**src/hw/ecr_pkg.sv**
```systemverilog
// Purpose: shared constants for the ECC register command link
// Assumes: SPI mode 0, single lane, 40 MHz system clock
// Notes: host registers sit on classic Wishbone, 32-bit words
package ecr_pkg;
    // =========================================
    // Command opcodes
    localparam logic [7:0] OP_WRITE_UNLOCK = 8'h06;
    localparam logic [7:0] OP_ECC_WRITE = 8'hb5;
    localparam logic [7:0] OP_ECC_READ = 8'hb3;
    localparam logic [7:0] OP_ECC_CLEAR = 8'hb6;
    // =========================================
    // ECC register layout
    localparam int ECC_W = 8;
    localparam int STICKY_LO = 1;
    localparam int STICKY_HI = 6;
    localparam logic [7:0] ECC_RESET = 8'h00;
    localparam logic [7:0] STICKY_MASK = 8'h7e;
    localparam int DIE_COUNT = 4;
    localparam int DIE_W = 2;
    localparam logic [4:0] BITS_OPCODE = 5'h08;
    localparam logic [4:0] BITS_OP_DATA = 5'h10;
    // =========================================
    // Timing
    localparam int SYS_CLK_NS = 25;
    localparam int SCK_HALF_NS = 100;
    localparam int CS_GAP_NS = 100;
    localparam int SCK_HALF_CYC = (SCK_HALF_NS + SYS_CLK_NS - 1) / SYS_CLK_NS;
    localparam int CS_GAP_CYC = (CS_GAP_NS + SYS_CLK_NS - 1) / SYS_CLK_NS;
    localparam int TMR_W = 4;
    // =========================================
    // Host register map (byte addresses)
    localparam logic [7:0] REG_CTRL = 8'h00;
    localparam logic [7:0] REG_TXDATA = 8'h04;
    localparam logic [7:0] REG_RXDATA = 8'h08;
    localparam logic [7:0] REG_INT_STATUS = 8'h0c;
    localparam logic [7:0] REG_INT_CLEAR = 8'h10;
    localparam logic [7:0] REG_INT_ENABLE = 8'h14;
    localparam int CTRL_CMD_LSB = 0;
    localparam int CTRL_START = 8;
    localparam int INT_DONE = 0;
    localparam int INT_REFUSED = 1;
    localparam int INT_W = 2;
    // Host command codes in CTRL[1:0]
    localparam logic [1:0] HCMD_UNLOCK = 2'h0;
    localparam logic [1:0] HCMD_WRITE = 2'h1;
    localparam logic [1:0] HCMD_READ = 2'h2;
    localparam logic [1:0] HCMD_CLEAR = 2'h3;
endpackage : ecr_pkg

```
**src/hw/ecr_link_if.sv**
```systemverilog
// Purpose: serial link between flash controller and flash device
// Assumes: serial output is pulled high when not driven
// Notes: the only place where the pin level is resolved
`timescale 1ns/100ps
interface ecr_link_if;
    logic cs_n;
    logic sck;
    logic si;
    logic so_out;
    logic so_oe_n;
    logic so;

    // Pull-up when the device releases the line
    assign so = so_oe_n ? 1'b1 : so_out;

    modport host (output cs_n, output sck, output si, input so);
    modport dev (input cs_n, input sck, input si, output so_out, output so_oe_n);
endinterface : ecr_link_if

```
**src/hw/ecr_flash_dev.sv**
```systemverilog
// Purpose: flash-side interpreter for the ECC register commands
// Assumes: SPI mode 0; pins sampled by the system clock
// Notes: one ECC register per die; reads use the selected die
// Overview of operation
// - register write needs prior write unlock
// - host sends write opcode then one byte
// - write only if select rises right after bit 16
// - write takes effect at select rise, no busy
// - read opcode shifts register out on output
// - read returns previously selected die only
// - clear opcode zeroes bits six to one
// - bits six to one stay set until cleared
// - input bits sampled on serial clock rise
`timescale 1ns/100ps
module ecr_flash_dev
    import ecr_pkg::*;
(
    input wire logic i_sys_clk,
    input wire logic i_rst,
    ecr_link_if.dev link,
    input wire logic i_sel_valid,
    input wire logic [DIE_W-1:0] i_sel_die,
    input wire logic i_evt_valid,
    input wire logic [DIE_W-1:0] i_evt_die,
    input wire logic [STICKY_HI:STICKY_LO] i_evt_bits,
    output logic [DIE_W-1:0] o_sel_die,
    output logic o_write_latch,
    output logic [ECC_W-1:0] o_ecc_reg
);
    // =========================================
    // Command states
    typedef enum logic [3:0] {
        ST_IDLE = 4'b0001,
        ST_OPCODE = 4'b0010,
        ST_DATA = 4'b0100,
        ST_READ = 4'b1000
    } ecr_dev_state_t;

    ecr_dev_state_t state;
    ecr_dev_state_t next_state;

    // =========================================
    // Pin synchronisers
    logic [2:0] pins_s;
    logic cs_n_s;
    logic sck_s;
    logic si_s;
    logic cs_n_d;
    logic sck_d;

    ecr_sync #(.W(3), .INIT(3'h5)) u_sync (
        .i_sys_clk(i_sys_clk),
        .i_rst(i_rst),
        .i_async({link.cs_n, link.sck, link.si}),
        .o_sync(pins_s)
    );

    assign cs_n_s = pins_s[2];
    assign sck_s = pins_s[1];
    assign si_s = pins_s[0];

    always_ff @(posedge i_sys_clk) begin
        if (i_rst) begin
            cs_n_d <= 1'b1;
            sck_d <= 1'b0;
        end else begin
            cs_n_d <= cs_n_s;
            sck_d <= sck_s;
        end
    end

    // =========================================
    // Edge decode
    wire sck_rise = ~cs_n_s & sck_s & ~sck_d;
    wire sck_fall = ~cs_n_s & ~sck_s & sck_d;
    wire cs_fall = cs_n_d & ~cs_n_s;
    wire cs_rise = ~cs_n_d & cs_n_s;

    // =========================================
    // Shift path
    logic [7:0] opcode;
    logic [7:0] data_in;
    logic [4:0] bit_cnt;
    logic [7:0] rd_sh;
    logic so_bit;
    logic write_latch;
    logic [DIE_W-1:0] sel_die;
    logic [ECC_W-1:0] ecc_reg [DIE_COUNT];

    wire [7:0] next_opcode = {opcode[6:0], si_s};
    wire opcode_done = sck_rise & (bit_cnt == BITS_OPCODE - 5'h01);
    wire [4:0] next_bit_cnt = (bit_cnt == 5'h1f) ? bit_cnt : bit_cnt + 5'h01;

    // Commands other than read act only at select rise on an exact byte boundary
    wire at_op_end = cs_rise & (bit_cnt == BITS_OPCODE);
    wire at_data_end = cs_rise & (bit_cnt == BITS_OP_DATA);
    wire do_unlock = at_op_end & (opcode == OP_WRITE_UNLOCK);
    wire do_clear = at_op_end & (opcode == OP_ECC_CLEAR);
    wire wr_seen = at_data_end & (opcode == OP_ECC_WRITE);
    wire do_write = wr_seen & write_latch;

    always_comb begin
        next_state = state;
        unique case (state)
            ST_IDLE: begin
                if (cs_fall) begin
                    next_state = ST_OPCODE;
                end
            end
            ST_OPCODE: begin
                if (cs_n_s) begin
                    next_state = ST_IDLE;
                end else if (opcode_done) begin
                    if (next_opcode == OP_ECC_READ) begin
                        next_state = ST_READ;
                    end else begin
                        next_state = ST_DATA;
                    end
                end
            end
            ST_DATA: begin
                if (cs_n_s) begin
                    next_state = ST_IDLE;
                end
            end
            ST_READ: begin
                if (cs_n_s) begin
                    next_state = ST_IDLE;
                end
            end
        endcase
    end

    always_ff @(posedge i_sys_clk) begin
        if (i_rst) begin
            state <= ST_IDLE;
        end else begin
            state <= next_state;
        end
    end

    always_ff @(posedge i_sys_clk) begin
        if (i_rst) begin
            bit_cnt <= 5'h00;
            opcode <= 8'h00;
            data_in <= 8'h00;
        end else if (cs_fall) begin
            bit_cnt <= 5'h00;
        end else if (sck_rise) begin
            bit_cnt <= next_bit_cnt;
            if (bit_cnt < BITS_OPCODE) begin
                opcode <= next_opcode;
            end else begin
                data_in <= {data_in[6:0], si_s};
            end
        end
    end

    // =========================================
    // Read-out: change on falling edge, mode 0
    always_ff @(posedge i_sys_clk) begin
        if (i_rst) begin
            rd_sh <= ECC_RESET;
            so_bit <= 1'b1;
        end else if (opcode_done) begin
            rd_sh <= ecc_reg[sel_die];
        end else if (sck_fall && state == ST_READ) begin
            so_bit <= rd_sh[7];
            // Rotating lets the host read the byte repeatedly
            rd_sh <= {rd_sh[6:0], rd_sh[7]};
        end
    end

    assign link.so_out = so_bit;
    assign link.so_oe_n = ~(state == ST_READ && !cs_n_s);

    // =========================================
    // Write latch and die selection
    always_ff @(posedge i_sys_clk) begin
        if (i_rst) begin
            write_latch <= 1'b0;
        end else if (do_unlock) begin
            write_latch <= 1'b1;
        end else if (do_write) begin
            write_latch <= 1'b0;
        end
    end

    // The die is chosen by the array read path, not the link
    always_ff @(posedge i_sys_clk) begin
        if (i_rst) begin
            sel_die <= '0;
        end else if (i_sel_valid) begin
            sel_die <= i_sel_die;
        end
    end

    // =========================================
    // Per-die ECC registers
    genvar d;
    generate
        for (d = 0; d < DIE_COUNT; d++) begin : g_die
            logic [ECC_W-1:0] next_reg;
            wire is_sel = (sel_die == DIE_W'(d));
            wire hit_evt = i_evt_valid & (i_evt_die == DIE_W'(d));

            always_comb begin
                next_reg = ecc_reg[d];
                if (do_clear && is_sel) begin
                    next_reg = next_reg & ~STICKY_MASK;
                end
                if (do_write && is_sel) begin
                    // Write applies at once; sticky bits only set
                    next_reg = (data_in & ~STICKY_MASK)
                             | ((next_reg | data_in) & STICKY_MASK);
                end
                if (hit_evt) begin
                    // Event wins over a clear in the same cycle
                    next_reg[STICKY_HI:STICKY_LO] = next_reg[STICKY_HI:STICKY_LO]
                                                  | i_evt_bits;
                end
            end

            always_ff @(posedge i_sys_clk) begin
                if (i_rst) begin
                    ecc_reg[d] <= ECC_RESET;
                end else begin
                    ecc_reg[d] <= next_reg;
                end
            end
        end
    endgenerate

    // =========================================
    // User-side outputs
    always_ff @(posedge i_sys_clk) begin
        if (i_rst) begin
            o_sel_die <= '0;
            o_write_latch <= 1'b0;
            o_ecc_reg <= ECC_RESET;
        end else begin
            o_sel_die <= sel_die;
            o_write_latch <= write_latch;
            o_ecc_reg <= ecc_reg[sel_die];
        end
    end
endmodule : ecr_flash_dev

```
**src/hw/ecr_sync.sv**
```systemverilog
// Purpose: two-stage synchroniser for asynchronous pins
// Assumes: inputs are independent levels
// Notes: only the second stage is visible to the caller
`timescale 1ns/100ps
module ecr_sync #(
    parameter int W = 3,
    parameter logic [W-1:0] INIT = '1
) (
    input wire logic i_sys_clk,
    input wire logic i_rst,
    input wire logic [W-1:0] i_async,
    output logic [W-1:0] o_sync
);
    // =========================================
    // Per-bit flop pair
    genvar g;
    generate
        for (g = 0; g < W; g++) begin : g_bit
            logic meta;
            always_ff @(posedge i_sys_clk) begin
                if (i_rst) begin
                    meta <= INIT[g];
                    o_sync[g] <= INIT[g];
                end else begin
                    meta <= i_async[g];
                    o_sync[g] <= meta;
                end
            end
        end
    endgenerate
endmodule : ecr_sync

```
**src/flat_wrapper.sv**
```systemverilog
// flat-port wrapper written by rule: the top's interface ports become plain ports
module ecr_flash_dev_flat import ecr_pkg::*;
  (i_sys_clk, i_rst, i_sel_valid, i_sel_die, i_evt_valid, i_evt_die, i_evt_bits, o_sel_die, o_write_latch, o_ecc_reg, link_cs_n, link_sck, link_si, link_so_out, link_so_oe_n);
  ecr_link_if link_i ();
  input wire logic i_sys_clk;
  input wire logic i_rst;
  input wire logic i_sel_valid;
  input wire logic [DIE_W-1:0] i_sel_die;
  input wire logic i_evt_valid;
  input wire logic [DIE_W-1:0] i_evt_die;
  input wire logic [STICKY_HI:STICKY_LO] i_evt_bits;
  output logic [DIE_W-1:0] o_sel_die;
  output logic o_write_latch;
  output logic [ECC_W-1:0] o_ecc_reg;
  input wire logic [$bits(link_i.cs_n)-1:0] link_cs_n;
  input wire logic [$bits(link_i.sck)-1:0] link_sck;
  input wire logic [$bits(link_i.si)-1:0] link_si;
  output wire logic [$bits(link_i.so_out)-1:0] link_so_out;
  output wire logic [$bits(link_i.so_oe_n)-1:0] link_so_oe_n;
  assign link_i.cs_n = link_cs_n;
  assign link_i.sck = link_sck;
  assign link_i.si = link_si;
  assign link_so_out = link_i.so_out;
  assign link_so_oe_n = link_i.so_oe_n;
  ecr_flash_dev u_core (.i_sys_clk(i_sys_clk), .i_rst(i_rst), .link(link_i), .i_sel_valid(i_sel_valid), .i_sel_die(i_sel_die), .i_evt_valid(i_evt_valid), .i_evt_die(i_evt_die), .i_evt_bits(i_evt_bits), .o_sel_die(o_sel_die), .o_write_latch(o_write_latch), .o_ecc_reg(o_ecc_reg));
endmodule
```
**config.mk**
```make
export PLATFORM = sky130hd
export DESIGN_NAME = ecr_flash_dev_flat
export DESIGN_NICKNAME = d
export VERILOG_FILES = /design/src/hw/ecr_pkg.sv /design/src/hw/ecr_link_if.sv /design/src/hw/ecr_flash_dev.sv /design/src/hw/ecr_sync.sv /design/src/flat_wrapper.sv
export SDC_FILE = /design/constraint.sdc
export NUM_CORES = 1
export LEC_CHECK = 0
export ABC_CLOCK_PERIOD_IN_PS = 2600
export BUFFER_PORTS_ARGS = -buffer_cell sky130_fd_sc_hd__buf_4
export CAP_MARGIN = 20
export CELL_PAD_IN_SITES_DETAIL_PLACEMENT = 0
export CELL_PAD_IN_SITES_GLOBAL_PLACEMENT = 2
export CORE_UTILIZATION = 38
export CTS_CLUSTER_SIZE = 40
export DETAILED_ROUTE_END_ITERATION = 8
export PLACE_DENSITY = 0.78
export SLEW_MARGIN = 20
export SYNTH_ARGS = -nofsm -noshare
export SYNTH_HDL_FRONTEND = slang
export SYNTH_HIERARCHICAL = 1
export SYNTH_SLANG_ARGS = --single-unit
```
**constraint.sdc**
```tcl
create_clock -name i_sys_clk -period 2.6 [get_ports i_sys_clk]
set_input_delay 0.13 -clock i_sys_clk [delete_from_list [all_inputs] [get_ports i_sys_clk]]
set_output_delay 0.13 -clock i_sys_clk [all_outputs]
set_load 0.01 [all_outputs]
```
Word level (Yosys, flattened, before mapping)
Memory sizes are Yosys's and may differ from the RTL's. A register that Yosys moved wholly into a read port is not among the register bits.
Cells that the tools add are included.
Word-level totals
  memories: 1
  memory bits (writable): 32
  input port bits: 17
  bits in read-only memories: 0
  latch bits: 0
  bits in registers: 56
  output and inout port bits: 13
  word-level logic and storage cells: 138
Memory list
  u_core.ecc_reg: words 4, bits a word 8, rd ports 5, clocked after Yosys merged registers in 1, wr ports 4, RTL line ecr_flash_dev.sv:88  | logic [ECC_W-1:0] ecc_reg [DIE_COUNT];
Operators by class
  add/sub/neg operators: 1
  eq/ne operators: 21
  multiplexer cells: 31
  shifts and indexed selects: 0
  multipliers: 0
  reduce and logical (&&, ||, !) cells: 22
  div/mod/pow operators: 0
  $lt $le $gt $ge: 1
  bitwise gates (word level): 42
Operators by type and width (count)
  2-to-1 mux 8 bit: 10
  OR 8 x 7 -> 8 bit: 4
  2-to-1 mux 7 bit: 4
  OR 7 bit: 4
  equality test 8 bit, second input constant: 3
  2-to-1 mux 6 bit: 4
  OR 6 bit: 4
  2-to-1 mux 4 bit: 5
  bitwise AND 1 bit: 17
  case mux 4 bit (3 select lines): 1
  equality test 5 bit, second input constant: 2
  logical AND 1 bit: 10
  inverter 1 bit: 9
  AND reduction 3 bit: 3
  equality test 2 bit, second input constant: 4
  equality test 8 x 3 -> 1 bit, second input constant: 1
  adder 5 x 1 -> 5 bit, second input constant: 1
  equality test 5 x 3 -> 1 bit, second input constant: 1
  equality test 5 x 4 -> 1 bit, second input constant: 1
  < comparator 5 x 4 -> 1 bit, second input constant: 1
  2-to-1 mux 1 bit: 5
  equality test 2 x 1 -> 1 bit, second input constant: 2
  equality test 4 x 1 -> 1 bit, second input constant: 1
  equality test 4 x 2 -> 1 bit, second input constant: 1
  other kinds (11): 20

Logic depth before layout (Yosys ltp)
  word-level depth: 12
  depth in mapped cells: 7
  mapped depth without buffers: 7

Hierarchy
The synthesis kept the hierarchy.
Modules (own cells, without submodules)
  ecr_flash_dev: cells each 367, area an instance 3708.6 um^2, instances 1, sequential area each 1681.6 um^2
  ecr_sync: cells each 12, area an instance 157.7 um^2, instances 1, sequential area each 120.1 um^2

Worst setup path before layout
Ideal clock, no wire load.
  path kind: register to register
  from: register u_core.bit_cnt[0]
  to: register u_core.bit_cnt[3]
  stages on the path, launching flop included: 8
  path buffers: 0
  path slack: 631 ps
  required time: 2482 ps
  setup time: 118 ps
  arrival time: 1851 ps
  period minus slack after synthesis: 1969 ps
  cells stage by stage: dfxtp_1 ha_1 and3_1 ha_1 nor4b_1 nand4_1 xor2_1 nor2_1
Between the ends
  cells in the longest elaborated chain, start to end: 3
  elaborated cells on any way between the ends: 4
  classes of those cells: add/sub: 1; eq/ne: 1; bitwise: 1; reduce/logical: 1
Ends and longest elaborated chain
  start: declaration: RTL line ecr_flash_dev.sv:83  | logic [4:0] bit_cnt;
  start signal: assignment: RTL line ecr_flash_dev.sv:150  | bit_cnt <= next_bit_cnt;
  parallel branches: the longest is 3 deep, another holds adder 5 x 1 -> 5 bit
Parallel ways; which one is timed is not known.
A chain may end at the register's enable or synchronous reset.

==> impl_metrics.toml <==
[run_status]
outcome = "complete, no violations"

[layout]
flip_flop_count_of_the_largest_register_after_layout = 32
n_antenna_cell = 0
layout.core_utilization = 0.4518
multiInputGateArea_sq_um = 1959
num-nets-final = 427
syn_to_final_growth_pct = 14.76
regArea_sq_um = 1802
filler_cell_count = 964
drive_gt1_frac = 0.1707
final_design_area_no_fill_sq_um = 4437

[clocking]
cts_tree = "done"
clk_pin_slew_ns = 0.08
cts.sink_count = 90
clk_root_buffer_cell = "sky130_fd_sc_hd__clkbuf_8"
cts_made_buffers = 9
h-tree-depth = 3
cts_buffer_depth = 2
postCtsResizedCells = 0
clock_latency_ns = 0.36
cts_post_setup_buffers_inserted = 0
cts_hold_buffers = 3

[synthesis]
ys_top_cells_by_area = "sky130_fd_sc_hd__dfxtp_1 47%, sky130_fd_sc_hd__a221o_1 7.0%, sky130_fd_sc_hd__nor2_1 4.9%"
async_s_r_ff_share_synth = 0
synth_area_sq_um = 3866
netlist.area_leader.share = 0.4660
portion_of_the_post_synthesis_area_used_by_sequential_elements = 0.4660
ys_ff_latch = 90
avgSynthCellArea_sq_um = 10.20
synthesis.yosys.warnings = 6
synthCells = 379
synth_top_area_cell = "sky130_fd_sc_hd__dfxtp_1"
synth_nets = 399
synth.lib_cells_used.distinct = 55
dominantRegCellSynth = "sky130_fd_sc_hd__dfxtp_1"
synth_edf_count = 0

[setup_path]
cp-start-kind = "flop"
worst-endpoint-arrival_ns = 2.28
worstSetupEndpointType = "flop"
cp.required_ns = 2.85
path_max_fanout = 6
timing_worst_setup_path_type = "flop to flop"

[job]
number_of_violations_of_the_max_capacitance_limit = 0

[timing]
max_slew.worst_pin.slew_ns = 0.7578
worst_rel_slew_slack = 0.4924
final_hold_viol_count = 0
timing.final.ws_setup_ns = 0.5738
min_period_over_period = 0.7793
hold_ws_ns = 0.05478
clock-skew-final_ns = 0.01679
rsz0062_at_grt = "false"
setup_viol_count_final = 0
timing.final.crit_period_ns = 2.026
timing.fmax_ghz = 0.4935
setup-tns-final_ns = 0
slew_violations = 0

[power]
total_switching_power_w = 0.0005792
clkPwrFrac = 0.389
part_of_the_total_power_dissipated_in_sequential_elements = 0.556
irDropWorstVdd_mv = 0.2571
internal-power_w = 0.002014
p_per_area_nw_per_um2 = 584.4
switching_share = 0.2234
total_leakage_power_nw = 1.653
comb_power_share = 0.055

[die]
design.portCount = 30
dieWidth_microns = 102.9
fp.coreArea_sq_um = 9819
initial_standard_cell_utilization_of_the_core = 0.3937
fp.dieArea_sq_um = 10580
chipHeight_microns = 102.9
core.rowCount = 36

[global_routing]
first_global_vias = 2809
global_route.usage.total = 0.1865
grt_start_max_net_pins = 40
first_pass_grt_wire_length_mm = 14.73
global_route.overflow_total = 0
antenna_violations_before_repair = 0

[place]
place_ws_ns = 0.6027
post_dp_cell_area_sq_um = 4202
detailed_place_hpwl_mm = 6.333
portBuffers = 29
place.gp.congestion = 0.7820

[routing]
dr.pass1.iters = 5
drt_drc_violations_left = 0
antenna_left = 0
wire_per_inst_microns = 16.41
vias = 2951
drt_iter0_markers = 157
vias_per_cell = 5.435
route.final.wire_length_mm = 8.909

[min_path]
worst_hold_path_type = "primary input to flop"
[layout make-up]
| type | count | area share |
|---|---|---|
| multi-input cells | 265 | 0.4416 |
| flip-flops and latches | 90 | 0.4061 |
| repair buffers | 38 | 0.06599 |
| well taps | 133 | 0.03751 |
| clock buffers | 9 | 0.02792 |
| clock inverters | 5 | 0.01833 |
| inverters | 3 | 0.002538 |
[routing by layer]
layer | part of all wire | vias to the layer above | GRT usage | wire, microns
li1 | - | 1467 | - | -
met1 | 0.47 | 1401 | 0.2490 | 4229
met2 | 0.46 | 67 | 0.2892 | 4092
met3 | 0.047 | 16 | 0.04610 | 418
met4 | 0.019 | 0 | 0.07584 | 169
met5 | 0 | - | 0 | 0
[cells in the mapped netlist (all sizes together) (4+ instances only)]
| cell type | instances |
|---|---|
| mux4 | 8 |
| mux2i | 18 |
| o21ai | 10 |
| a31oi | 5 |
| nor2b | 19 |
| nand3 | 11 |
| nand2 | 8 |
| buf | 7 |
| nand4 | 9 |
| nand2b | 8 |
| a221o | 27 |
| a21oi | 16 |
| and2 | 8 |
| or2 | 5 |
| and4 | 4 |
| clkbuf | 14 |
| nor2 | 51 |
| nor4b | 4 |
| nor3 | 5 |
| dfxtp | 90 |
[final timing paths]
kind | from | end | slack, ns | depth (start not counted)
max | u_core/bit_cnt[0]$_SDFFE_PP0P_ | u_core/ecc_reg[2][6]$_SDFF_PP0_ | 0.57 | 6
min | i_sel_die[1] | u_core/sel_die[1]$_SDFFE_PP0P_ | 0.05 | 3
min reg2reg | u_core/u_sync/g_bit[0].meta$_SDFF_PP1_ | u_core/u_sync/o_sync[0]$_SDFF_PP1_ | 0.42 | 1
max reg2reg | u_core/bit_cnt[0]$_SDFFE_PP0P_ | u_core/ecc_reg[2][6]$_SDFF_PP0_ | 0.57 | 6
[power by group through the flow]
stage          sequential, W  clock (W)  combinational [W]
6_report             0.00144    0.00101           0.000143
5_1_grt              0.00145    0.00111           0.000158
4_1_cts              0.00144    0.00104           0.000144
3_5_place_dp         0.00147          0           0.000140
3_3_place_gp         0.00147          0           0.000139
2_1_floorplan        0.00146          0          0.0000955
[kinds of logic after synthesis]
family,synth area share
AOI/OAI and AO/OA,0.1366
xor gates and xnor gates,0.009063
adders and majority gates,0.009710
buffers and inverters,0.02718
DFF,0.4660
muxes,0.09320
and+or+nand+nor,0.2583
[placed cells by master, fill, tap and decap left out, types with 9 or more instances in the layout]
cell type	Yosys	routed
sky130_fd_sc_hd__dfxtp_1	90	90
sky130_fd_sc_hd__a21oi_1	16	16
sky130_fd_sc_hd__o21ai_0	10	10
sky130_fd_sc_hd__a221o_1	27	27
sky130_fd_sc_hd__nor2_1	50	50
sky130_fd_sc_hd__mux2i_1	18	18
sky130_fd_sc_hd__nand4_1	9	9
sky130_fd_sc_hd__nand3_1	11	11
sky130_fd_sc_hd__clkbuf_8	0	9
sky130_fd_sc_hd__nor2b_1	19	19
sky130_fd_sc_hd__buf_4	0	35
[worst max-delay path, cell delays in order (launching register included)]
cell and delay (ns):
sky130_fd_sc_hd__dfxtp_1 0.35, sky130_fd_sc_hd__inv_1 0.07, sky130_fd_sc_hd__ha_1 0.16, sky130_fd_sc_hd__nand4bb_1 0.29
sky130_fd_sc_hd__nor2_4 0.27, sky130_fd_sc_hd__a41oi_1 0.35, sky130_fd_sc_hd__a221o_1 0.44
[through the flow]
step / instances / total power, W
floorplan: 379 / 0.001552
global placement: 526 / 0.001612
detailed placement: 526 / 0.001613
CTS: 543 / 0.002621
global route: 543 / 0.002709
finish: 543 / 0.002593
Power figures use the tool's default switching activity.
